`config.mk`:
```
export PLATFORM = sky130hd
export DESIGN_NAME = config_control
export DESIGN_NICKNAME = d
export VERILOG_FILES = /design/src/hdl/cfg_ctrl_pkg.sv /design/src/hdl/stack_frame_align.sv /design/src/hdl/fault_policy.sv /design/src/hdl/config_control.sv
export SDC_FILE = /design/constraint.sdc
export NUM_CORES = 1
export LEC_CHECK = 0
export BUFFER_PORTS_ARGS = -buffer_cell sky130_fd_sc_hd__buf_2
export CORE_ASPECT_RATIO = 0.8
export CORE_UTILIZATION = 30
export CTS_BUF_LIST = sky130_fd_sc_hd__clkbuf_4
export DETAILED_ROUTE_END_ITERATION = 10
export GPL_TIMING_DRIVEN = 1
export PLACE_DENSITY_LB_ADDON = 0.1
export REMOVE_ABC_BUFFERS = 1
export SYNTH_ARGS = -nofsm -noshare
export SYNTH_HDL_FRONTEND = slang
export SYNTH_SLANG_ARGS = --single-unit
```
`constraint.sdc`:
```
create_clock -name ref_clk -period 2.3 [get_ports ref_clk]
set_input_delay 0.46 -clock ref_clk [delete_from_list [all_inputs] [get_ports ref_clk]]
set_output_delay 0.46 -clock ref_clk [all_outputs]
set_load 0.02 [all_outputs]
```
`src/hdl/cfg_ctrl_pkg.sv`:
```
package cfg_ctrl_pkg;

  localparam int          ADDR_W          = 8;
  localparam int          DATA_W          = 32;
  localparam int          EV_W            = 6;

  // Register offsets
  localparam logic [7:0]  OFS_CONFIG      = 8'h00;
  localparam logic [7:0]  OFS_EV_STATUS   = 8'h04;
  localparam logic [7:0]  OFS_EV_MASK     = 8'h08;

  // Field positions of config_and_control
  localparam int          BIT_THREAD_ANY  = 0;
  localparam int          BIT_UNPRIV_TRIG = 1;
  localparam int          BIT_UNALIGN     = 3;
  localparam int          BIT_DIV_ZERO    = 4;
  localparam int          BIT_FAULT_IGN   = 8;
  localparam int          BIT_STACK_ALIGN = 9;

  // Writable bits except stack_align_8, which has its own parameter
  localparam logic [31:0] CFG_RW_MASK     = 32'h0000_011b;
  localparam logic [31:0] CFG_RESET       = 32'h0000_0000;
  localparam logic        STACK_ALIGN_RST = 1'b1;

  // Event bit positions in status and mask
  localparam int          EV_LOCKUP       = 0;
  localparam int          EV_FAULT_IGN    = 1;
  localparam int          EV_DIV_TRAP     = 2;
  localparam int          EV_UNALIGN      = 3;
  localparam int          EV_TRIG_BLOCK   = 4;
  localparam int          EV_THREAD_FAULT = 5;
  localparam logic [5:0]  EV_RESET        = 6'h00;

  // Exception frame: eight words pushed on entry
  localparam logic [31:0] FRAME_BYTES     = 32'h0000_0020;
  localparam logic [31:0] ALIGN8_PAD      = 32'h0000_0004;

  typedef enum logic [1:0] {
    SZ_BYTE = 2'h0,
    SZ_HALF = 2'h1,
    SZ_WORD = 2'h2
  } access_size_e;

  typedef struct packed {
    logic stack_align_8;
    logic high_prio_fault_ignore;
    logic divide_zero_trap;
    logic unaligned_trap;
    logic unpriv_trigger_access;
    logic thread_entry_any_prio;
  } cfg_s;

  typedef struct packed {
    logic         valid;
    logic [1:0]   addr_lo;
    access_size_e size;
    logic         multiple;
    logic         exclusive;
  } mem_access_s;

  typedef struct packed {
    logic valid;
    logic high_prio;
  } data_fault_s;

  function automatic cfg_s decode_cfg(input logic [31:0] w);
    cfg_s c;
    c.stack_align_8          = w[BIT_STACK_ALIGN];
    c.high_prio_fault_ignore = w[BIT_FAULT_IGN];
    c.divide_zero_trap       = w[BIT_DIV_ZERO];
    c.unaligned_trap         = w[BIT_UNALIGN];
    c.unpriv_trigger_access  = w[BIT_UNPRIV_TRIG];
    c.thread_entry_any_prio  = w[BIT_THREAD_ANY];
    return c;
  endfunction

  function automatic logic misaligned(input mem_access_s a);
    logic m;
    m = 1'b0;
    unique case (a.size)
      SZ_HALF: m = a.addr_lo[0];
      SZ_WORD: m = |a.addr_lo;
      default: m = 1'b0;
    endcase
    return m;
  endfunction

endpackage

```
`src/hdl/stack_frame_align.sv`:
```
`timescale 1ns/100ps
module stack_frame_align (
  input  wire logic [31:0] sp_in,
  input  wire logic        align_8,
  output logic      [31:0] frame_sp,
  output logic             adjusted
);
  import cfg_ctrl_pkg::*;

  logic [31:0] base;

  always_comb begin
    base     = sp_in - FRAME_BYTES;
    adjusted = 1'b0;
    frame_sp = base;
    if (align_8) begin
      // Low bits dropped too, so an odd pointer still lands 8-aligned
      frame_sp = {base[31:3], 3'h0};
      adjusted = base[2];
    end
    // Clear: keep the word alignment only, never move the frame
    if (!align_8) begin
      frame_sp = {base[31:2], 2'h0};
      adjusted = 1'b0;
    end
  end

endmodule // stack_frame_align

```
`src/hdl/fault_policy.sv`:
```
`timescale 1ns/100ps
module fault_policy (
  input  wire cfg_ctrl_pkg::cfg_s        cfg,
  input  wire cfg_ctrl_pkg::mem_access_s acc,
  input  wire cfg_ctrl_pkg::data_fault_s dfault,
  input  wire logic                      div_valid,
  input  wire logic                      div_zero,
  input  wire logic                      trig_valid,
  input  wire logic                      trig_unpriv,
  input  wire logic                      thr_valid,
  input  wire logic                      thr_nonbase,
  output logic                           go_lockup,
  output logic                           fault_ignored,
  output logic                           div_trap,
  output logic                           unalign_fault,
  output logic                           trig_grant,
  output logic                           trig_blocked,
  output logic                           thread_fault
);
  import cfg_ctrl_pkg::*;

  logic mis;

  always_comb begin
    mis           = misaligned(acc);
    go_lockup     = dfault.valid && dfault.high_prio
                    && !cfg.high_prio_fault_ignore;
    fault_ignored = dfault.valid && dfault.high_prio
                    && cfg.high_prio_fault_ignore;
    div_trap      = div_valid && div_zero && cfg.divide_zero_trap;
    // Multiples and exclusives fault regardless of the trap bit
    unalign_fault = acc.valid && mis
                    && (cfg.unaligned_trap
                        || acc.multiple || acc.exclusive);
    trig_grant    = trig_valid
                    && (!trig_unpriv || cfg.unpriv_trigger_access);
    trig_blocked  = trig_valid && trig_unpriv
                    && !cfg.unpriv_trigger_access;
    thread_fault  = thr_valid && thr_nonbase
                    && !cfg.thread_entry_any_prio;
  end

endmodule // fault_policy

```
`src/hdl/config_control.sv`:
```
// Overview of operation
// Stack alignment bit set: exception frame is 8-byte aligned, SP adjusted.
// Stack alignment bit clear: only 4-byte alignment, no SP adjustment.
// Stack alignment bit read-only or read-write by build; resets to one.
// Fault-ignore clear: precise data fault at priority -1/-2 locks up.
// Fault-ignore set: priority -1/-2 handler ignores precise data faults.
// Divide-by-zero trap bit enables or disables the divide-by-zero trap.
// Unaligned trap bit makes unaligned word or halfword accesses trap.
// Unaligned multiples and exclusives always fault, whatever the trap bit.
// Trigger access bit allows or blocks unprivileged trigger register access.
// Thread-entry bit clear: entering Thread mode above base priority faults.
// Thread-entry bit set: Thread mode allowed at any priority via return.
// Reserved bits 31:10, 7:5 and 2 read zero and ignore writes.
`timescale 1ns/100ps
module config_control #(
  parameter bit STACK_ALIGN_WRITABLE = 1'b1,
  parameter bit STACK_ALIGN_RESET    = 1'b1
) (
  input  wire logic                      ref_clk,
  input  wire logic                      reset,
  input  wire logic [7:0]                reg_addr,
  input  wire logic [31:0]               reg_wdata,
  input  wire logic                      reg_wr,
  input  wire logic                      reg_rd,
  output logic      [31:0]               reg_rdata,
  input  wire logic                      exc_entry,
  input  wire logic [31:0]               exc_sp,
  output logic      [31:0]               frame_sp,
  output logic                           frame_sp_adjusted,
  output logic                           frame_valid,
  input  wire cfg_ctrl_pkg::data_fault_s data_fault,
  input  wire cfg_ctrl_pkg::mem_access_s mem_access,
  input  wire logic                      div_valid,
  input  wire logic                      div_by_zero,
  input  wire logic                      trig_req,
  input  wire logic                      trig_unpriv,
  input  wire logic                      thread_return,
  input  wire logic                      thread_nonbase,
  output logic                           lockup,
  output logic                           fault_ignored,
  output logic                           div_trap,
  output logic                           unaligned_fault,
  output logic                           trig_grant,
  output logic                           trig_denied,
  output logic                           thread_fault,
  output logic                           irq
);
  import cfg_ctrl_pkg::*;

  // Event registers are narrower than the bus; upper bits read zero
  function automatic logic [31:0] zext_ev(input logic [EV_W-1:0] v);
    return {{(32-EV_W){1'b0}}, v};
  endfunction

  ////////////////////////////////////////////////////////////////////////////

  typedef enum logic [1:0] {
    ST_RUN    = 2'b01,
    ST_LOCKED = 2'b10
  } core_state_e;

  logic [31:0]    cfg_word_q;
  logic [31:0]    cfg_word_d;
  logic [EV_W-1:0] ev_status_q;
  logic [EV_W-1:0] ev_status_d;
  logic [EV_W-1:0] ev_mask_q;
  logic [EV_W-1:0] ev_mask_d;
  logic [31:0]    rdata_q;
  logic [31:0]    rdata_d;
  core_state_e    state_q;
  core_state_e    state_d;
  cfg_s           cfg;

  logic [31:0]    frame_sp_q;
  logic [31:0]    frame_sp_d;
  logic           frame_adj_q;
  logic           frame_adj_d;
  logic           frame_valid_q;
  logic           frame_valid_d;
  logic [6:0]     out_q;
  logic [6:0]     out_d;

  logic [31:0]    align_sp;
  logic           align_adj;
  logic           p_lockup;
  logic           p_ignored;
  logic           p_div;
  logic           p_unalign;
  logic           p_grant;
  logic           p_blocked;
  logic           p_thread;
  logic [EV_W-1:0] ev_pulse;
  logic           wr_cfg;
  logic           wr_status;
  logic           wr_mask;
  logic           running;

  assign cfg     = decode_cfg(cfg_word_q);
  assign running = (state_q == ST_RUN);

  ////////////////////////////////////////////////////////////////////////////

  stack_frame_align u_align (
    .sp_in    (exc_sp),
    .align_8  (cfg.stack_align_8),
    .frame_sp (align_sp),
    .adjusted (align_adj)
  );

  fault_policy u_policy (
    .cfg           (cfg),
    .acc           (mem_access),
    .dfault        (data_fault),
    .div_valid     (div_valid),
    .div_zero      (div_by_zero),
    .trig_valid    (trig_req),
    .trig_unpriv   (trig_unpriv),
    .thr_valid     (thread_return),
    .thr_nonbase   (thread_nonbase),
    .go_lockup     (p_lockup),
    .fault_ignored (p_ignored),
    .div_trap      (p_div),
    .unalign_fault (p_unalign),
    .trig_grant    (p_grant),
    .trig_blocked  (p_blocked),
    .thread_fault  (p_thread)
  );

  ////////////////////////////////////////////////////////////////////////////
  // Register bus decode

  always_comb begin
    // Unmapped writes match no offset and change nothing
    wr_cfg    = reg_wr && (reg_addr == OFS_CONFIG);
    wr_status = reg_wr && (reg_addr == OFS_EV_STATUS);
    wr_mask   = reg_wr && (reg_addr == OFS_EV_MASK);
  end

  always_comb begin
    cfg_word_d = cfg_word_q;
    if (wr_cfg) begin
      // Reserved positions never take a one
      cfg_word_d = reg_wdata & CFG_RW_MASK;
      if (STACK_ALIGN_WRITABLE) begin
        cfg_word_d[BIT_STACK_ALIGN] = reg_wdata[BIT_STACK_ALIGN];
      end else begin
        // Read-only build keeps the reset value
        cfg_word_d[BIT_STACK_ALIGN] = cfg_word_q[BIT_STACK_ALIGN];
      end
    end
  end

  always_ff @(posedge ref_clk) begin
    if (reset) begin
      cfg_word_q <= CFG_RESET;
      // Safe default: 8-byte frames from the first exception
      cfg_word_q[BIT_STACK_ALIGN] <= STACK_ALIGN_RESET;
    end else begin
      cfg_word_q <= cfg_word_d;
    end
  end

  ////////////////////////////////////////////////////////////////////////////
  // Read path; data stand for one cycle, zero otherwise

  always_comb begin
    rdata_d = 32'h0000_0000;
    if (reg_rd) begin
      unique case (reg_addr)
        OFS_CONFIG:    rdata_d = cfg_word_q;
        OFS_EV_STATUS: rdata_d = zext_ev(ev_status_q);
        OFS_EV_MASK:   rdata_d = zext_ev(ev_mask_q);
        // Unmapped offsets read as zero
        default:       rdata_d = 32'h0000_0000;
      endcase
    end
  end

  always_ff @(posedge ref_clk) begin
    if (reset) begin
      rdata_q <= 32'h0000_0000;
    end else begin
      rdata_q <= rdata_d;
    end
  end

  assign reg_rdata = rdata_q;

  ////////////////////////////////////////////////////////////////////////////
  // Lockup state

  always_comb begin
    state_d = state_q;
    unique case (state_q)
      ST_RUN: begin
        if (p_lockup) begin
          state_d = ST_LOCKED;
        end
      end
      // Only a reset leaves lockup
      ST_LOCKED: state_d = ST_LOCKED;
      default:   state_d = ST_RUN;
    endcase
  end

  always_ff @(posedge ref_clk) begin
    if (reset) begin
      state_q <= ST_RUN;
    end else begin
      state_q <= state_d;
    end
  end

  ////////////////////////////////////////////////////////////////////////////
  // Exception frame; a locked core pushes nothing

  always_comb begin
    frame_valid_d = running && exc_entry;
    frame_sp_d    = frame_sp_q;
    frame_adj_d   = 1'b0;
    if (running && exc_entry) begin
      frame_sp_d  = align_sp;
      frame_adj_d = align_adj;
    end
  end

  always_ff @(posedge ref_clk) begin
    if (reset) begin
      frame_sp_q    <= 32'h0000_0000;
      frame_adj_q   <= 1'b0;
      frame_valid_q <= 1'b0;
    end else begin
      frame_sp_q    <= frame_sp_d;
      frame_adj_q   <= frame_adj_d;
      frame_valid_q <= frame_valid_d;
    end
  end

  ////////////////////////////////////////////////////////////////////////////
  // Registered decisions; a locked core reports nothing new

  always_comb begin
    // Lockup level mirrors the state register
    out_d[0] = (state_d == ST_LOCKED);
    out_d[1] = running && p_ignored;
    out_d[2] = running && p_div;
    out_d[3] = running && p_unalign;
    out_d[4] = running && p_grant;
    out_d[5] = running && p_blocked;
    out_d[6] = running && p_thread;
  end

  always_ff @(posedge ref_clk) begin
    if (reset) begin
      out_q <= 7'h00;
    end else begin
      out_q <= out_d;
    end
  end

  assign frame_sp          = frame_sp_q;
  assign frame_sp_adjusted = frame_adj_q;
  assign frame_valid       = frame_valid_q;
  assign lockup            = out_q[0];
  assign fault_ignored     = out_q[1];
  assign div_trap          = out_q[2];
  assign unaligned_fault   = out_q[3];
  assign trig_grant        = out_q[4];
  assign trig_denied       = out_q[5];
  assign thread_fault      = out_q[6];

  ////////////////////////////////////////////////////////////////////////////
  // Sticky events, write one to clear; a new event beats the clear

  always_comb begin
    ev_pulse                  = '0;
    ev_pulse[EV_LOCKUP]       = out_d[0] && !out_q[0];
    ev_pulse[EV_FAULT_IGN]    = out_d[1];
    ev_pulse[EV_DIV_TRAP]     = out_d[2];
    ev_pulse[EV_UNALIGN]      = out_d[3];
    ev_pulse[EV_TRIG_BLOCK]   = out_d[5];
    ev_pulse[EV_THREAD_FAULT] = out_d[6];
    ev_status_d = ev_status_q;
    if (wr_status) begin
      ev_status_d = ev_status_q & ~reg_wdata[EV_W-1:0];
    end
    ev_status_d = ev_status_d | ev_pulse;
    ev_mask_d   = ev_mask_q;
    if (wr_mask) begin
      ev_mask_d = reg_wdata[EV_W-1:0];
    end
  end

  always_ff @(posedge ref_clk) begin
    if (reset) begin
      ev_status_q <= EV_RESET;
      ev_mask_q   <= EV_RESET;
    end else begin
      ev_status_q <= ev_status_d;
      ev_mask_q   <= ev_mask_d;
    end
  end

  ////////////////////////////////////////////////////////////////////////////
  // Level output straight from the registers, no extra cycle of delay

  assign irq = |(ev_status_q & ev_mask_q);

endmodule // config_control

```
==> results.ini <==
[run_status]
status = finished clean

[cts]
cts_tree = yes
root_buffer = clkbuf_4
cts_resized = 0
cts_buffers = 9
post_cts_buffers = 0
h-tree-depth = 3
insertion_delay_ps = 420
clkTransAtPathRegs_ps = 110
cts.sinks = 67
max-clock-path-buffers = 2
ctsHoldBuffers = 0

[logic_synthesis]
synthMuxAreaShare = 0.05008
synth_xor_area_frac = 0.02739
ys_warn_count = 0
yosys.area.top_type = dfxtp_1
synth-async-reset-ratio = 0
synth_compound_area_frac = 0.1690
syn_inst = 359
netlist_area_mm2 = 0.003198
seq_area_frac_synth = 0.4194
ys_seq_elements = 67
synth_area_leaders = dfxtp_1, buf_4, mux2i_1
synth.top_cell.area_share = 0.4194
synth-simple-area-share = 0.2171
synth_cell_types = 48
synthFlopType = dfxtp_1
synth_top_family_by_area = simple AND/OR/NAND/NOR gates
syn-mean-instance-area_um2 = 8.908
synth-edff-count = 0
synthAdderAreaFrac = 0.01956

[pwr]
total_power_uw = 2947
max-vdd-ir-drop_uv = 454.6
power_density_mw_per_mm2 = 728.9
p_leak_uw = 0.001874

[layout]
areaGrowthSynthToFinish_pct = 26.41
final-seq-area_mm2 = 0.001341
drive_gt1_frac = 0.3272
final_cells = 626
multi_input_area_mm2 = 0.001644
n_antenna_cell = 0
fillers = 1122
finish.utilization = 0.3916
layout.nets = 578

[run]
cap_violations = 0

[floorplan]
die_w_um = 117.4
rows = 33
core_mm2 = 0.01032
io_pins = 166
initial_core_util = 0.3098
die-area_mm2 = 0.01108
dieHeight_um = 94.35

[global_routing]
track_usage = 0.1618
grt_max_degree = 27
grt-ovfl-total = 0
grt_pass1_vias = 2662
antenna_found_initial = 0
grt_pass1_wl_um = 13770

[setup_path]
crit_slowest_cell = dfxtp_1
worstPathArrival_ps = 1320
crit_family = flip-flops
worstSetupStartpointType = flop
critPathKind = flop to primary output
critPathMaxStageDelay_ps = 350
endpoint_kind = primary output
crit_required_ps = 1840
crit_chain = a22oi_1 > nand3_1 > buf_2
critPathMaxFanout = 3
path_buf_inv = 1

[timing]
setup_viol = 0
min_period_ps = 1784
drv_slew = 0
fin_crit_sh = 0.7755
finClkSkew_ps = 16.04
worst_pin_slew_ps = 575.1
relSlewSlack = 0.6131
rsz0062_at_grt = no
hold_viol = 0
fmax_ghz = 0.5607
finalSetupTns_ps = 0

[routing]
drc = 0
num_vias = 2928
ant_nets = 0
drtPass1Iterations = 4
avgRoutedWirePerCell_um = 13.92
drtIter0Drc = 127
wl_um = 8712
via_per_inst = 4.677

[placed_design]
dp_hpwl_um = 6583
port-buffer-count = 113
gp_congestion = 0.7675
dp.cells = 610

[hold_path]
hp-class = input pin to flop

## area by class of cell
class | instances | share of cell area
inverter | 11 | 0.01021
timing repair buffer | 129 | 0.1696
clock inverter | 6 | 0.01981
multi-input combinational | 263 | 0.4067
tap | 140 | 0.04333
sequential | 67 | 0.3318
clock buffer | 10 | 0.01857
## final timing paths
check,start,to,slack (ps),cells after the start
max,ev_status_q[3],irq,520,3
min,trig_unpriv,out_q[4],220,2
max reg2reg,state_q[0],frame_sp[24],570,5
min reg2reg,out_q[0],ev_status_q[0],460,1
## registers in the layout, summed over array words and instances (netlist names)
register	cells
frame_sp	30
reg_rdata	8
out_q	7
cfg_word_q	6
ev_mask_q	6
ev_status_q	6
state_q	2
frame_sp_adjusted	1
frame_valid	1
## where the power goes
part           leakage, uW  total, uW  internal [uW]  switching [uW]
Combinational      0.00124        717            252             465
Clock            0.0000815        887            444             443
Sequential        0.000548       1340           1280            59.1
Total              0.00187       2950           1980             967
## cell usage after synthesis, types with 4 or more instances
| master | instances |
|---|---|
| dfxtp_1 | 67 |
| nor2_1 | 40 |
| buf_4 | 26 |
| o21ai_0 | 24 |
| nand2_1 | 18 |
| mux2i_1 | 16 |
| a21oi_1 | 15 |
| clkbuf_1 | 13 |
| a31oi_1 | 12 |
| or4_1 | 12 |
| inv_1 | 10 |
| o31ai_1 | 10 |
| a211oi_1 | 6 |
| nand3_1 | 6 |
| or3_1 | 6 |
| xor2_1 | 6 |
| a22oi_1 | 5 |
| a31o_2 | 5 |
| ha_1 | 5 |
| nor3_1 | 4 |
| nor4_1 | 4 |
| xnor2_1 | 4 |
## cell families after synthesis
family          Yosys count
compound gates           85
xor+xnor                 10
fa+ha+maj                 5
buf+inv                  54
flops                    67
mux                      16
other cells               1
simple gates            121
## through the flow
step / hold slack (ps) / area, um2 / worst slack [ps]
CTS: 181.0 / 4043 / 475.0
finish: 216.7 / 4043 / 516.4
global route: 171.2 / 4043 / 294.3
global placement: 431.0 / 3887 / 201.7
detailed placement: 443.2 / 3887 / 181.9
floorplan: 422.6 / 3025 / 333.0
## metal layers
metal / up-vias / share of wire / global-route usage
met1: 1338 / 0.51 / 0.2185
met3: 5 / 0.061 / 0.06280
met2: 90 / 0.42 / 0.2411
met4: 0 / 0.0068 / 0.03788
met5: - / 0 / 0
li1: 1495 / - / -
## placed cells by master, fill, tap and decap left out, types with 4 or more instances in the layout
| cell | n |
|---|---|
| mux2i_1 | 16 |
| a22oi_1 | 5 |
| conb_1 | 26 |
| buf_4 | 16 |
| or3_1 | 6 |
| a31o_2 | 5 |
| dfxtp_1 | 67 |
| o21ai_0 | 24 |
| ha_1 | 5 |
| clkbuf_4 | 10 |
| a21oi_1 | 15 |
| o31ai_1 | 10 |
| inv_1 | 10 |
| xnor2_1 | 4 |
| nand2_1 | 18 |
| nor3_1 | 4 |
| or4_1 | 12 |
| xor2_1 | 6 |
| nor4_1 | 4 |
| buf_2 | 113 |
| a211oi_1 | 6 |
| a31oi_1 | 12 |
| nor2_1 | 40 |
| nand3_1 | 6 |
No activity file was read; power rests on OpenSTA's default activity.
